[src/dbgp_cfg.svh]
// constants for the debug serial and trace port
// assumes: included by bare name from package and design files
`ifndef DBGP_CFG_SVH
`define DBGP_CFG_SVH

`define DBGP_CLK_PERIOD_NS 5
`define DBGP_TRACE_DIV     2
`define DBGP_RESP_BITS     17
`define DBGP_FIFO_DEPTH    8
`define DBGP_NIB_W         4
`define DBGP_CODE_IDLE     4'h0
`define DBGP_CODE_START_C  4'hC
`define DBGP_CODE_START_D  4'hD
`define DBGP_CODE_HALT     4'hF

`endif

[src/dbgp_pkg.sv]
// types shared by the debug serial and trace port
// assumes: dbgp_cfg.svh in the include path
`include "dbgp_cfg.svh"

package dbgp_pkg;

   typedef logic [`DBGP_NIB_W-1:0] dbgp_nib_t;

   // gray along idle -> run -> quiet
   typedef enum logic [1:0] {
      DBGP_TR_IDLE  = 2'h0,
      DBGP_TR_RUN   = 2'h1,
      DBGP_TR_QUIET = 2'h3
   } dbgp_trace_state_t;

endpackage

[src/dbgp_stream_if.sv]
// valid/ready word stream between the port logic and its fifo
// assumes: both ends share one clock
`timescale 1ns/1ps
`default_nettype none

interface dbgp_stream_if #(
   parameter int W = 4
);
   logic [W-1:0] data;
   logic         valid;
   logic         ready;

   modport src (output data, output valid, input ready);
   modport snk (input data, input valid, output ready);
endinterface

`default_nettype wire

[src/dbgp_fifo.sv]
// flip-flop fifo with valid/ready at both sides
// assumes: one clock, asynchronous active-low reset, depth a power of two
`timescale 1ns/1ps
`default_nettype none

module dbgp_fifo #(
   parameter int W     = 4,
   parameter int DEPTH = 8
) (
   input  wire logic   clk,
   input  wire logic   nrst,
   dbgp_stream_if.snk  wr,
   dbgp_stream_if.src  rd
);
   localparam int AW = $clog2(DEPTH);

   logic [W-1:0]  mem_r [DEPTH];
   logic [AW-1:0] wp_r;
   logic [AW-1:0] rp_r;
   logic [AW:0]   cnt_r;
   wire           full;
   wire           empty;
   wire           push;
   wire           pop;

   assign full     = (cnt_r == (AW+1)'(DEPTH));
   assign empty    = (cnt_r == '0);
   assign wr.ready = !full;
   assign rd.valid = !empty;
   assign rd.data  = mem_r[rp_r];
   assign push     = wr.valid && !full;
   assign pop      = rd.ready && !empty;

   always_ff @(posedge clk) begin
      if (push) begin
         mem_r[wp_r] <= wr.data;
      end
   end

   always_ff @(posedge clk or negedge nrst) begin
      if (!nrst) begin
         wp_r  <= '0;
         rp_r  <= '0;
         cnt_r <= '0;
      end else begin
         wp_r  <= push ? wp_r + 1'b1 : wp_r;
         rp_r  <= pop ? rp_r + 1'b1 : rp_r;
         cnt_r <= cnt_r + (AW+1)'(push) - (AW+1)'(pop);
      end
   end

endmodule

`default_nettype wire

[src/dbgp_port.sv]
// debug serial link and real-time trace outputs
// assumes: core status and capture stream in the clk domain; serial clock, serial
// input and halt request are asynchronous pins
`timescale 1ns/1ps
`default_nettype none
`include "dbgp_cfg.svh"

// How it works
// - serial input is synchronized and taken only once serial clock is validated high
// - serial output is a register, updated one cycle after validated clock high
// - response word leaves bit by bit through the serial output
// - captured data and breakpoint status appear at the four-bit capture bus
// - sampling clock rises in the middle of each status and capture window
// - quiet bit freezes sampling clock, status and capture outputs and all-ones flag
// - clearing the quiet bit resumes normal toggling of trace outputs
// - sampling clock idles until status first shows C, D or F
// - status code follows core state in step with the processor clock, not bus transfers
// - all-ones flag is the AND of the four status bits
// - serial clock level is valid when equal at two consecutive clock edges
// - at validated serial clock rise, input sampled; output changes one clock cycle later
// - manual halt shows 0xF in status code and capture bus
module dbgp_port #(
   parameter int TRACE_DIV  = `DBGP_TRACE_DIV,
   parameter int RESP_BITS  = `DBGP_RESP_BITS,
   parameter int FIFO_DEPTH = `DBGP_FIFO_DEPTH
) (
   input  wire logic                  clk,
   input  wire logic                  nrst,
   input  wire logic                  debug_serial_clock,
   input  wire logic                  debug_serial_in,
   output var  logic                  debug_serial_out,
   input  wire logic                  manual_halt_request,
   input  wire logic                  trace_quiet_bit,
   input  wire logic [3:0]            core_status_in,
   input  wire logic                  core_resume,
   output var  logic                  core_halt_req,
   input  wire logic [3:0]            capture_data,
   input  wire logic                  capture_valid,
   output var  logic                  capture_ready,
   input  wire logic [RESP_BITS-1:0]  resp_word,
   input  wire logic                  resp_load,
   output var  logic [RESP_BITS-1:0]  cmd_word,
   output var  logic                  cmd_word_valid,
   output var  logic [3:0]            core_status_code,
   output var  logic [3:0]            debug_capture_bus,
   output var  logic                  status_all_ones_flag,
   output var  logic                  status_sampling_clock
);
   localparam int PW = (TRACE_DIV > 1) ? $clog2(TRACE_DIV) : 1;
   localparam int CW = $clog2(RESP_BITS + 1);
   localparam logic [PW-1:0] PH_LAST = PW'(TRACE_DIV - 1);
   localparam logic [PW-1:0] PH_MID  = PW'(TRACE_DIV / 2);
   localparam logic [CW-1:0] CNT_LAST = CW'(RESP_BITS - 1);

   function automatic logic is_start_code(input dbgp_pkg::dbgp_nib_t c);
      is_start_code = (c == `DBGP_CODE_START_C) || (c == `DBGP_CODE_START_D)
                    || (c == `DBGP_CODE_HALT);
   endfunction

   // ----------------------------------------------------------------
   // pin synchronisers
   // ----------------------------------------------------------------
   logic sclk_s1_r;
   logic sclk_s2_r;
   logic sclk_s3_r;
   logic din_s1_r;
   logic din_s2_r;
   logic din_s3_r;
   logic halt_s1_r;
   logic halt_s2_r;
   logic halt_s3_r;

   always_ff @(posedge clk or negedge nrst) begin
      if (!nrst) begin
         {sclk_s1_r, sclk_s2_r, sclk_s3_r} <= 3'h0;
         {din_s1_r, din_s2_r, din_s3_r}    <= 3'h0;
         {halt_s1_r, halt_s2_r, halt_s3_r} <= 3'h0;
      end else begin
         {sclk_s1_r, sclk_s2_r, sclk_s3_r} <= {debug_serial_clock, sclk_s1_r, sclk_s2_r};
         {din_s1_r, din_s2_r, din_s3_r}    <= {debug_serial_in, din_s1_r, din_s2_r};
         {halt_s1_r, halt_s2_r, halt_s3_r} <= {manual_halt_request, halt_s1_r, halt_s2_r};
      end
   end

   // ----------------------------------------------------------------
   // serial clock validation and shift engine
   // ----------------------------------------------------------------
   logic                 lvl_r;
   logic                 lvl_q_r;
   logic                 tx_go_r;
   logic [RESP_BITS-1:0] tx_sh_r;
   logic [RESP_BITS-1:0] rx_sh_r;
   logic [CW-1:0]        rx_cnt_r;
   wire                  lvl_nxt;
   wire                  sclk_rise;
   wire                  rx_last;

   assign lvl_nxt   = (sclk_s2_r == sclk_s3_r) ? sclk_s3_r : lvl_r;
   assign sclk_rise = lvl_r && !lvl_q_r;
   assign rx_last   = (rx_cnt_r == CNT_LAST);

   always_ff @(posedge clk or negedge nrst) begin
      if (!nrst) begin
         lvl_r   <= 1'b0;
         lvl_q_r <= 1'b0;
         tx_go_r <= 1'b0;
      end else begin
         lvl_r   <= lvl_nxt;
         lvl_q_r <= lvl_r;
         tx_go_r <= sclk_rise;
      end
   end

   // receive: bit taken only at validated rise
   always_ff @(posedge clk or negedge nrst) begin
      if (!nrst) begin
         rx_sh_r        <= '0;
         rx_cnt_r       <= '0;
         cmd_word       <= '0;
         cmd_word_valid <= 1'b0;
      end else begin
         cmd_word_valid <= sclk_rise && rx_last;
         if (sclk_rise) begin
            rx_sh_r  <= {rx_sh_r[RESP_BITS-2:0], din_s3_r};
            rx_cnt_r <= rx_last ? '0 : rx_cnt_r + 1'b1;
            if (rx_last) begin
               cmd_word <= {rx_sh_r[RESP_BITS-2:0], din_s3_r};
            end
         end
      end
   end

   // transmit: msb first, one bit per validated rise, held otherwise
   always_ff @(posedge clk or negedge nrst) begin
      if (!nrst) begin
         tx_sh_r          <= '0;
         debug_serial_out <= 1'b0;
      end else begin
         if (resp_load) begin
            tx_sh_r <= resp_word;
         end else if (tx_go_r) begin
            tx_sh_r <= {tx_sh_r[RESP_BITS-2:0], 1'b0};
         end
         if (tx_go_r) begin
            debug_serial_out <= tx_sh_r[RESP_BITS-1];
         end
      end
   end

   // ----------------------------------------------------------------
   // halt request
   // ----------------------------------------------------------------
   always_ff @(posedge clk or negedge nrst) begin
      if (!nrst) begin
         core_halt_req <= 1'b0;
      end else if (halt_s2_r && !halt_s3_r) begin
         core_halt_req <= 1'b1;
      end else if (core_resume) begin
         core_halt_req <= 1'b0;
      end
   end

   // ----------------------------------------------------------------
   // capture fifo
   // ----------------------------------------------------------------
   dbgp_stream_if #(.W(4)) cap_in ();
   dbgp_stream_if #(.W(4)) cap_out ();

   assign cap_in.data   = capture_data;
   assign cap_in.valid  = capture_valid;
   assign capture_ready = cap_in.ready;

   dbgp_fifo #(
      .W     (4),
      .DEPTH (FIFO_DEPTH)
   ) u_fifo (
      .clk  (clk),
      .nrst (nrst),
      .wr   (cap_in),
      .rd   (cap_out)
   );

   // ----------------------------------------------------------------
   // trace window divider and state
   // ----------------------------------------------------------------
   dbgp_pkg::dbgp_trace_state_t st_r;
   dbgp_pkg::dbgp_trace_state_t st_nxt;
   logic [PW-1:0]               ph_r;
   wire                         tr_en;
   wire                         running;
   wire                         start_seen;
   wire [3:0]                   status_nxt;
   wire [3:0]                   capture_nxt;

   assign tr_en         = (ph_r == '0);
   assign running       = (st_r == dbgp_pkg::DBGP_TR_RUN);
   assign start_seen    = is_start_code(core_status_in);
   // halt code wins over both live status and captured data
   assign status_nxt    = core_halt_req ? `DBGP_CODE_HALT : core_status_in;
   assign capture_nxt   = core_halt_req ? `DBGP_CODE_HALT
                        : (cap_out.valid ? cap_out.data : `DBGP_CODE_IDLE);
   // frozen fifo stalls the source while quiet
   // pop exactly when a window is loaded without a halt request, so a resumed or first window shows no repeat
   assign cap_out.ready = tr_en && (st_nxt == dbgp_pkg::DBGP_TR_RUN) && !core_halt_req;

   always_comb begin
      case (st_r)
         dbgp_pkg::DBGP_TR_IDLE: begin
            st_nxt = (tr_en && start_seen) ? dbgp_pkg::DBGP_TR_RUN : st_r;
         end
         dbgp_pkg::DBGP_TR_RUN: begin
            st_nxt = (tr_en && trace_quiet_bit) ? dbgp_pkg::DBGP_TR_QUIET : st_r;
         end
         dbgp_pkg::DBGP_TR_QUIET: begin
            st_nxt = (tr_en && !trace_quiet_bit) ? dbgp_pkg::DBGP_TR_RUN : st_r;
         end
         default: begin
            st_nxt = dbgp_pkg::DBGP_TR_IDLE;
         end
      endcase
   end

   always_ff @(posedge clk or negedge nrst) begin
      if (!nrst) begin
         ph_r <= '0;
         st_r <= dbgp_pkg::DBGP_TR_IDLE;
      end else begin
         ph_r <= (ph_r == PH_LAST) ? '0 : ph_r + 1'b1;
         st_r <= st_nxt;
      end
   end

   // ----------------------------------------------------------------
   // trace outputs
   // ----------------------------------------------------------------
   wire load_win;

   assign load_win = tr_en && (st_nxt == dbgp_pkg::DBGP_TR_RUN);

   always_ff @(posedge clk or negedge nrst) begin
      if (!nrst) begin
         core_status_code      <= `DBGP_CODE_IDLE;
         debug_capture_bus     <= `DBGP_CODE_IDLE;
         status_all_ones_flag  <= 1'b0;
         status_sampling_clock <= 1'b0;
      end else if (load_win) begin
         core_status_code      <= status_nxt;
         debug_capture_bus     <= capture_nxt;
         status_all_ones_flag  <= &status_nxt;
         status_sampling_clock <= 1'b0;
      end else if (running && ph_r == PH_MID) begin
         status_sampling_clock <= 1'b1;
      end
   end
endmodule

`default_nettype wire

[config.mk]
export PLATFORM = sky130hd
export DESIGN_NAME = dbgp_port
export DESIGN_NICKNAME = d
export VERILOG_FILES = /design/src/dbgp_pkg.sv /design/src/dbgp_stream_if.sv /design/src/dbgp_fifo.sv /design/src/dbgp_port.sv
export VERILOG_INCLUDE_DIRS = /design/src
export SDC_FILE = /design/constraint.sdc
export NUM_CORES = 1
export LEC_CHECK = 0
export ABC_CLOCK_PERIOD_IN_PS = 3570
export BUFFER_PORTS_ARGS = -buffer_cell sky130_fd_sc_hd__buf_2
export CAP_MARGIN = 20
export CORE_MARGIN = 5
export CORE_UTILIZATION = 57
export DETAILED_ROUTE_END_ITERATION = 10
export GPL_TIMING_DRIVEN = 0
export PLACE_DENSITY = 0.87
export SLEW_MARGIN = 20
export SYNTH_ARGS = -nofsm -noshare
export SYNTH_HDL_FRONTEND = slang
export SYNTH_SLANG_ARGS = --single-unit
[constraint.sdc]
create_clock -name clk -period 3.57 [get_ports clk]
set_clock_uncertainty 0.2 [all_clocks]
set_input_delay 0.714 -clock clk [delete_from_list [all_inputs] [get_ports clk]]
set_output_delay 0.714 -clock clk [all_outputs]
set_load 0.02 [all_outputs]
==> results.md, run 1 <==
- # setup viols final: 0
- Yosys top cell area share: 0.460
- Detail Placement HPWL: 6.48 mm
- CTS tree: yes
- Final Util: 0.712
- Crit-path slowest cell: o32ai_4
- Routability congestion estimate: 0.759
- Slew HR: 0.557
- Syn_area_per_cell: 14.5 µm²
- Main combinational cell family by area after synthesis: multiplexers
- Root Buffer Master: clkbuf_8
- First-pass GRT wire length: 16.3 mm
- Global route overflow: 0
- Endpoint kind of the worst setup timing path: register
- # clock sinks: 125
- Peak VDD IR: 0.416 mV
- Fraction of the mapped netlist area in adder cells: 0.0307
- Most common cell after layout, fill and taps aside: dfrtp_1
- FF/Latch Area: 3290 µm²
- Gate count after technology mapping: 348
- CP max stage delay: 440 ps
- I/O Buffers: 64
- Initial Utilization: 0.583
- Leak pwr: 2.82 nW
- Setup TNS: 0 ps
- GRT met2 Usage: 0.315
- Final Hold Fails: 0
- Fillers: 567
- Synth-to-Final Area Change: 22.1%
- Clock transition at path regs: 60 ps
- N_diodes: 0
- Crit-path cells: nand4bb_1 -> o32ai_4 -> nand2_1 -> inv_1 -> ha_1 -> inv_1 -> ha_1 -> inv_1 -> fa_1 -> xnor2_1
- Initial antenna violation count: 0
- Vias in the first global route: 3215
- Post-cts resize count: 0
- RR Endpoint: u_fifo.cnt_r[2]
- Die width: 104 µm
- Flop-to-flop setup slack: 750 ps
- Synth unique cells: 39
- Worst-Skew Late Latency: 510 ps
- WP depth: 10
- Crit path kind: reg2reg
- Period utilization: 0.791
- Post-Synth XOR/XNOR Area: 0.0156
- Die Height: 104 µm
- Synth area leader: dfrtp_1
- Worst-Margin Slew: 659 ps
- Via-per-instance ratio: 5.37
- Warnings from Yosys: 0
- Core region area: 8680 µm²
- Site Rows: 34
- Synth Flop Type: dfrtp_1
- M1 GR Usage: 0.237
- Met3 usage: 0.0670
- Async SR Flop Fraction: 0.744
- Slew Viols, Final: 0
- Outcome: finished, final reports clean
- Share of layout cells above drive strength 1: 0.343
- Final min period: 2820 ps
- WP data required: 3760 ps
- Crit path buf inv count: 3
- Number of synthesized flops with an enable pin: 32
- Post-Syn Area: 5060 µm²
- Complex-gate fraction of the synthesized area: 0.0438
- Min-Delay Path Class: in2reg
- Count of state elements after synthesis: 125
- R2R Path Start: ph_r
- Critical path's top delay family: adder cells
- Critical path origin: ph_r
- Worst reg2reg path depth: 10
- Mapped Nets: 393
- Multiplexer area fraction after synthesis: 0.164
- Post-CTS Setup Bufs: 0
- Ranking of synthesized cells by area: dfrtp_1 46%, edfxtp_1 19%, mux2_2 6.5%
- Final WL: 9.65 mm
- Post-route ant nets: 0
- Total CTS buffers: 17
- Crit path DAT: 3020 ps
- Vias: 2973
- Most Crowded Layer GR: met2
- Power density over cell area: 752 nW/µm²
- Crit start category: register
- Largest net degree at the start of global routing: 56
- Die Footprint: 10900 µm²
- Gr usage total: 0.192
- Nets: 478
- CP most frequent cell: inv_1
- I/O Pins: 65
- Worst Setup EP: u_fifo.cnt_r[2]
- First drt pass iteration count: 4
- H-tree level count: 4
- Max clock buf depth: 2
- Most frequent cells in the layout: 93 x dfrtp_1, 67 x buf_2, 32 x edfxtp_1, 29 x mux2_2, 28 x nand2_1
- Multi-input logic area: 1600 µm²
- DR WL/cell: 17.4 µm
- RSZ-0062 raised after global routing: false
- Fmax: 0.354 GHz
- Initial DRC count: 110
- Pre-CTS setup slack: 466 ps
- Post-Synth Simple-Gate Area: 0.0618
- Critical Path Fanout Max: 10
- Max Cap Violations: 0
- Post-synthesis sequential area ratio: 0.650
- Worst Hold Launch: debug_serial_in
- Worst setup slack after layout: 745 ps
- DRC: 0
registers in the layout, summed over array words and instances (netlist names), 2 cells and up:
register / flops
rx_sh_r: 16
rx_cnt_r: 5
u_fifo.wp_r: 3
u_fifo.mem_r: 32
st_r: 2
tx_sh_r: 17
cmd_word: 17
u_fifo.cnt_r: 4
core_status_code: 4
u_fifo.rp_r: 3
debug_capture_bus: 4
worst register-to-register path: stages, from the launching register on:
cell and delay, ps:
dfrtp_1 430, nand4bb_1 290, o32ai_4 440, nand2_1 210, inv_1 110, ha_1 230
inv_1 60, ha_1 160, inv_1 60, fa_1 370, xnor2_1 140
kinds of logic after synthesis:
logic type	Yosys count
compound gates	35
xor+xnor	9
fa+ha+maj	12
buf+inv	35
flops	125
mux	66
simple gates	66
area by class of cell:
class,instances,area share
sequential,125,0.532
clock buffer,20,0.0755
buffer,15,0.0150
tap,108,0.0219
multi-input combinational,188,0.259
clock inverter,12,0.0251
inverter,20,0.0130
timing repair buffer,66,0.0583
metrics by stage:
stage	power [W]	hold slack (ps)	cell area (µm²)	cells
finish	0.00465	105	6180	554
global route	0.00490	73.1	6180	554
floorplan	0.00261	131	5060	348
CTS	0.00470	79.1	6180	554
detailed placement	0.00291	136	5550	521
global placement	0.00284	132	5520	520
how the worst min path moves through the flow:
stage	to	cells past startpoint
after CTS	din_s1_r	1
after global routing	din_s1_r	1
after detailed placement	halt_s2_r	0
after floorplan	din_s2_r	0
after global placement	din_s3_r	0
final	din_s1_r	1
cells in the mapped netlist (2+ instances only):
master / number
dfrtp_1: 93
edfxtp_1: 32
mux2_2: 29
nand2_1: 28
mux2i_1: 22
inv_1: 19
nor2_1: 19
o21ai_0: 18
ha_1: 10
mux4_2: 8
a21oi_1: 7
clkbuf_1: 7
mux2_4: 7
xnor2_1: 6
nand2b_1: 5
buf_2: 4
o221ai_1: 4
xor2_1: 3
buf_6: 2
nand3_1: 2
nand4_1: 2
nor2b_1: 2
nor3_1: 2
o22ai_1: 2
routing by layer:
| layer | vias up | routed length (µm) | part of all wire |
|---|---|---|---|
| met5 | - | 0 | 0 |
| met4 | 0 | 137 | 0.014 |
| met3 | 15 | 413 | 0.043 |
| met2 | 69 | 5030 | 0.52 |
| met1 | 1492 | 4060 | 0.42 |
| li1 | 1397 | - | - |
power by group:
part	total [W]	internal (W)	switching, W
sequential	0.00196	0.00177	0.000196
combinational	0.000919	0.000446	0.000473
clock	0.00177	0.00115	0.000620
total	0.00465	0.00336	0.00129
what timing repair did:
action | 4_1_cts | 5_1_grt
hold buffers | 1 | 0
endpoints found under the hold margin | 38 | 0
endpoints found under the setup margin | 0 | 0
Note: power is estimated with default switching activity, not from simulation.
==> inputs of run 2 (changes only) <==
--- a/config.mk
+++ b/config.mk
@@ -6,14 +6,15 @@
 export SDC_FILE = /design/constraint.sdc
 export NUM_CORES = 1
 export LEC_CHECK = 0
-export ABC_CLOCK_PERIOD_IN_PS = 3570
+export ABC_AREA = 1
+export ABC_CLOCK_PERIOD_IN_PS = 2480
 export BUFFER_PORTS_ARGS = -buffer_cell sky130_fd_sc_hd__buf_2
 export CAP_MARGIN = 20
 export CORE_MARGIN = 5
-export CORE_UTILIZATION = 57
+export CORE_UTILIZATION = 52
 export DETAILED_ROUTE_END_ITERATION = 10
 export GPL_TIMING_DRIVEN = 0
-export PLACE_DENSITY = 0.87
+export PLACE_DENSITY = 0.84
 export SLEW_MARGIN = 20
 export SYNTH_ARGS = -nofsm -noshare
 export SYNTH_HDL_FRONTEND = slang
==> constraint.sdc (replaced) <==
create_clock -name clk -period 2.48 [get_ports clk]
set_clock_uncertainty 0.2 [all_clocks]
set_input_delay 0.496 -clock clk [delete_from_list [all_inputs] [get_ports clk]]
set_output_delay 0.496 -clock clk [all_outputs]
set_load 0.02 [all_outputs]
==> run 2 against run 1 <==
Against the previous run:
- sequential cell count unchanged
- routed wire length increased by 13%
- global-route usage increased by 0.42 points
- largest power group unchanged
- highest routed layer unchanged
- clock-buffer cell count increased by 5
- worst setup slack got worse by 650 ps
==> results.md, run 2 <==
- Fraction of the mapped netlist area in adder cells: 0.0299 (-0.000768)
- Main combinational cell family by area after synthesis: simple AND/OR/NAND/NOR gates
- Final Hold Fails: 0 (unchanged)
- Synth-to-Final Area Change: 26.3%
- Initial Utilization: 0.531 (-0.0521)
- Complex-gate fraction of the synthesized area: 0.0460 (+0.00228)
- CP max stage delay: 510 ps (+70 ps)
- Fillers: 708 (+25%)
- Internal power: 0.00476 W (+42%)
- Psw: 0.00217 W (+68%)
- Critical path's top delay family: adder cells
- Placed Cells: 726 (+39%)
- DRC: 0 (unchanged)
- Final WL: 10.9 mm (+13%)
- WP depth: 11 (+1)
- Power, Total: 0.00693 W (+49%)
- Finished Layout Cells: 779 (+41%)
- Crit-path cells: inv_2 -> ha_4 -> nand3_4 -> nand4_1 -> inv_2 -> ha_4 -> inv_4 -> ha_4 -> inv_2 -> fa_2 -> inv_1
- Outcome: finished, final reports clean
- Total CTS buffers: 17 (unchanged)
- Root Buffer Master: clkbuf_8
- Post-synthesis sequential area ratio: 0.633 (-0.0163)
- WP data required: 2700 ps (-1060 ps)
- Async SR Flop Fraction: 0.744 (unchanged)
- Peak VDD IR: 0.683 mV (+64%)
- Nets: 678 (+42%)
- Synth unique cells: 34 (-13%)
- Min-Delay Path Class: in2reg
- Vias in the first global route: 3994 (+24%)
- Post-Syn Area: 5190 µm² (+2.6%)
- Clk pwr share: 0.350 (-0.030)
- Ranking of synthesized cells by area: dfrtp_1 45%, edfxtp_1 19%, nand2_1 14%
- Crit path kind: reg2reg
- CTS tree: yes
- Crit path DAT: 2600 ps (-420 ps)
- Worst setup slack after layout: 99.6 ps (-646 ps)
- Vias: 3881 (+31%)
- Final Cell Area: 6560 µm² (+6.1%)
- Largest net degree at the start of global routing: 61 (+8.9%)
- Logic pwr share: 0.246 (+0.048)
- Share of layout cells above drive strength 1: 0.214 (-0.129)
- Max Cap Violations: 0 (unchanged)
- Post-Synth XOR/XNOR Area: 0.00844 (-0.00714)
- Flop-to-flop setup slack: 100 ps (-650 ps)
- Initial antenna violation count: 0 (unchanged)
- Routability congestion estimate: 0.791 (+4.3%)
- Final min period: 2380 ps (-444 ps)
- Most common cell after layout, fill and taps aside: nand2_1
- Post-synth top cells: 192 x nand2_1, 93 x dfrtp_1, 53 x inv_1
- Critical Path Fanout Max: 5 (-5)
- Slew Viols, Final: 0 (unchanged)
- Site Rows: 36 (+5.9%)
- Initial DRC count: 341 (+210%)
- Max reg flops: 32 (unchanged)
- Worst-Skew Late Latency: 520 ps (about the same)
- Warnings from Yosys: 0 (unchanged)
- Pre-CTS setup slack: -154 ps (-619 ps)
- I/O Pins: 65 (unchanged)
- Largest registers: u_fifo.mem_r x32, cmd_word x17, tx_sh_r x17
- Mapped Nets: 574 (+46%)
- Endpoint kind of the worst setup timing path: register
- Count leader, synth: nand2_1
- Gate count after technology mapping: 529 (+52%)
- Crit start category: register
- Post-Synth Simple-Gate Area: 0.216 (+0.154)
- Fmax: 0.420 GHz (+19%)
- Max clock buf depth: 2 (unchanged)
- DR WL/cell: 14.0 µm (-20%)
- Period utilization: 0.960 (+0.169)
- Largest Register: u_fifo.mem_r
- Number of synthesized flops with an enable pin: 32 (unchanged)
- Hold Path Cell Cnt: 2 (+1)
- Gr usage total: 0.197 (+0.00421)
- Slew HR: 0.708 (+0.151)
- Crit path buf inv count: 5 (+2)
- Yosys top cell area share: 0.448 (-0.0115)
- Most frequent cells in the layout: 192 x nand2_1, 93 x dfrtp_1, 71 x buf_2, 47 x inv_1, 44 x nand3_1
- H-tree level count: 4 (unchanged)
- Count of state elements after synthesis: 125 (unchanged)
- Worst reg2reg path depth: 11 (+1)
- Die width: 110 µm (+5.5%)
- Post-route ant nets: 0 (unchanged)
- First drt pass iteration count: 5 (+1)
- Placed Area: 5700 µm² (+2.8%)
- Core region area: 9770 µm² (+13%)
- # clock sinks: 125 (unchanged)
- Detail Placement HPWL: 7.20 mm (+11%)
- Clock transition at path regs: 60 ps (about the same)
- Switching portion of total power: 0.313 (+0.0350)
- Setup TNS: 0 ps (unchanged)
- Worst-Margin Slew: 437 ps (-222 ps)
- # setup viols final: 0 (unchanged)
- Crit-path slowest cell: fa_2
- Synth area leader: dfrtp_1
- First-pass GRT wire length: 18.1 mm (+11%)
- Via-per-instance ratio: 4.98 (-7.2%)
- Die Height: 110 µm (+5.5%)
- N_diodes: 0 (unchanged)
- Die Footprint: 12100 µm² (+11%)
- Synth Flop Type: dfrtp_1
- Leak pwr: 3.29 nW (+16%)
- Multiplexer area fraction after synthesis: 0.00217 (-0.162)
- Reg power frac: 0.404 (-0.018)
- Power density over cell area: 1060 nW/µm² (+41%)
- I/O Buffers: 63 (-1.6%)
- Global route overflow: 0 (unchanged)
- Syn_area_per_cell: 9.81 µm² (-33%)
==> run 2: power by group through the flow <==
stage | clock network (W) | logic, W | registers, W
after floorplan | 0 | 0.00103 | 0.00287
after global placement | 0 | 0.00146 | 0.00280
after detailed placement | 0 | 0.00155 | 0.00282
after CTS | 0.00246 | 0.00161 | 0.00280
after global routing | 0.00256 | 0.00192 | 0.00285
final | 0.00242 | 0.00170 | 0.00280
==> run 2: metal layers <==
metal / global-route usage / share of wire
met5: 0 / 0
met3: 0.0528 / 0.053
met2: 0.331 / 0.52
met1: 0.237 / 0.42
met4: 0.0846 / 0.015
==> run 2: worst paths after layout <==
kind,to,from
worst max-delay path,u_fifo.cnt_r[1],u_fifo.cnt_r[3]
worst min-delay path,tx_sh_r[0],resp_word[0]
worst max register to register,u_fifo.cnt_r[1],u_fifo.cnt_r[3]
worst min register to register,din_s3_r,din_s2_r
max in group asynchronous,u_fifo.wp_r[0],nrst
min in group asynchronous,tx_sh_r[4],nrst
==> run 2: cell families after synthesis <==
group | after synthesis
compound gates | 44
xor+xnor | 5
fa+ha+maj | 12
buf+inv | 74
flops | 125
mux | 1
simple gates | 268
==> run 2: stage by stage <==
| step | util | hold slack, ps |
|---|---|---|
| after floorplan | - | 0.409 |
| after global placement | 0.580 | 132 |
| after detailed placement | 0.583 | 135 |
| after CTS | 0.664 | 0.445 |
| after global routing | 0.671 | 9.99 |
| final | 0.671 | 14.6 |
==> run 2: cell type report <==
class                   count  area (µm²)  area share
flip-flops and latches    125        3290       0.501
multi-input cells         330        1620       0.247
repair buffers             85         546      0.0832
clock buffers              25         527      0.0803
inverters                  56         215      0.0328
well taps                 133         166      0.0254
plain buffers              18         120      0.0183
clock inverters             7        72.6      0.0111
==> run 2: what timing repair did <==
action                                  4_1_cts  5_1_grt
pin swaps                                     2        4
hold buffers                                 17        0
setup buffers                                 0        4
gates resized for setup                       4       11
hold endpoints to repair                     49        0
gates cloned                                  0        0
endpoints found under the setup margin        2        2
==> run 2: worst register-to-register path, stage by stage, from the launching register on <==
cell and delay (ps):
dfrtp_1 360, inv_2 60, ha_4 160, nand3_4 110, nand4_1 230, inv_2 180, ha_4 230, inv_4 50
ha_4 130, inv_2 40, fa_2 510, inv_1 40
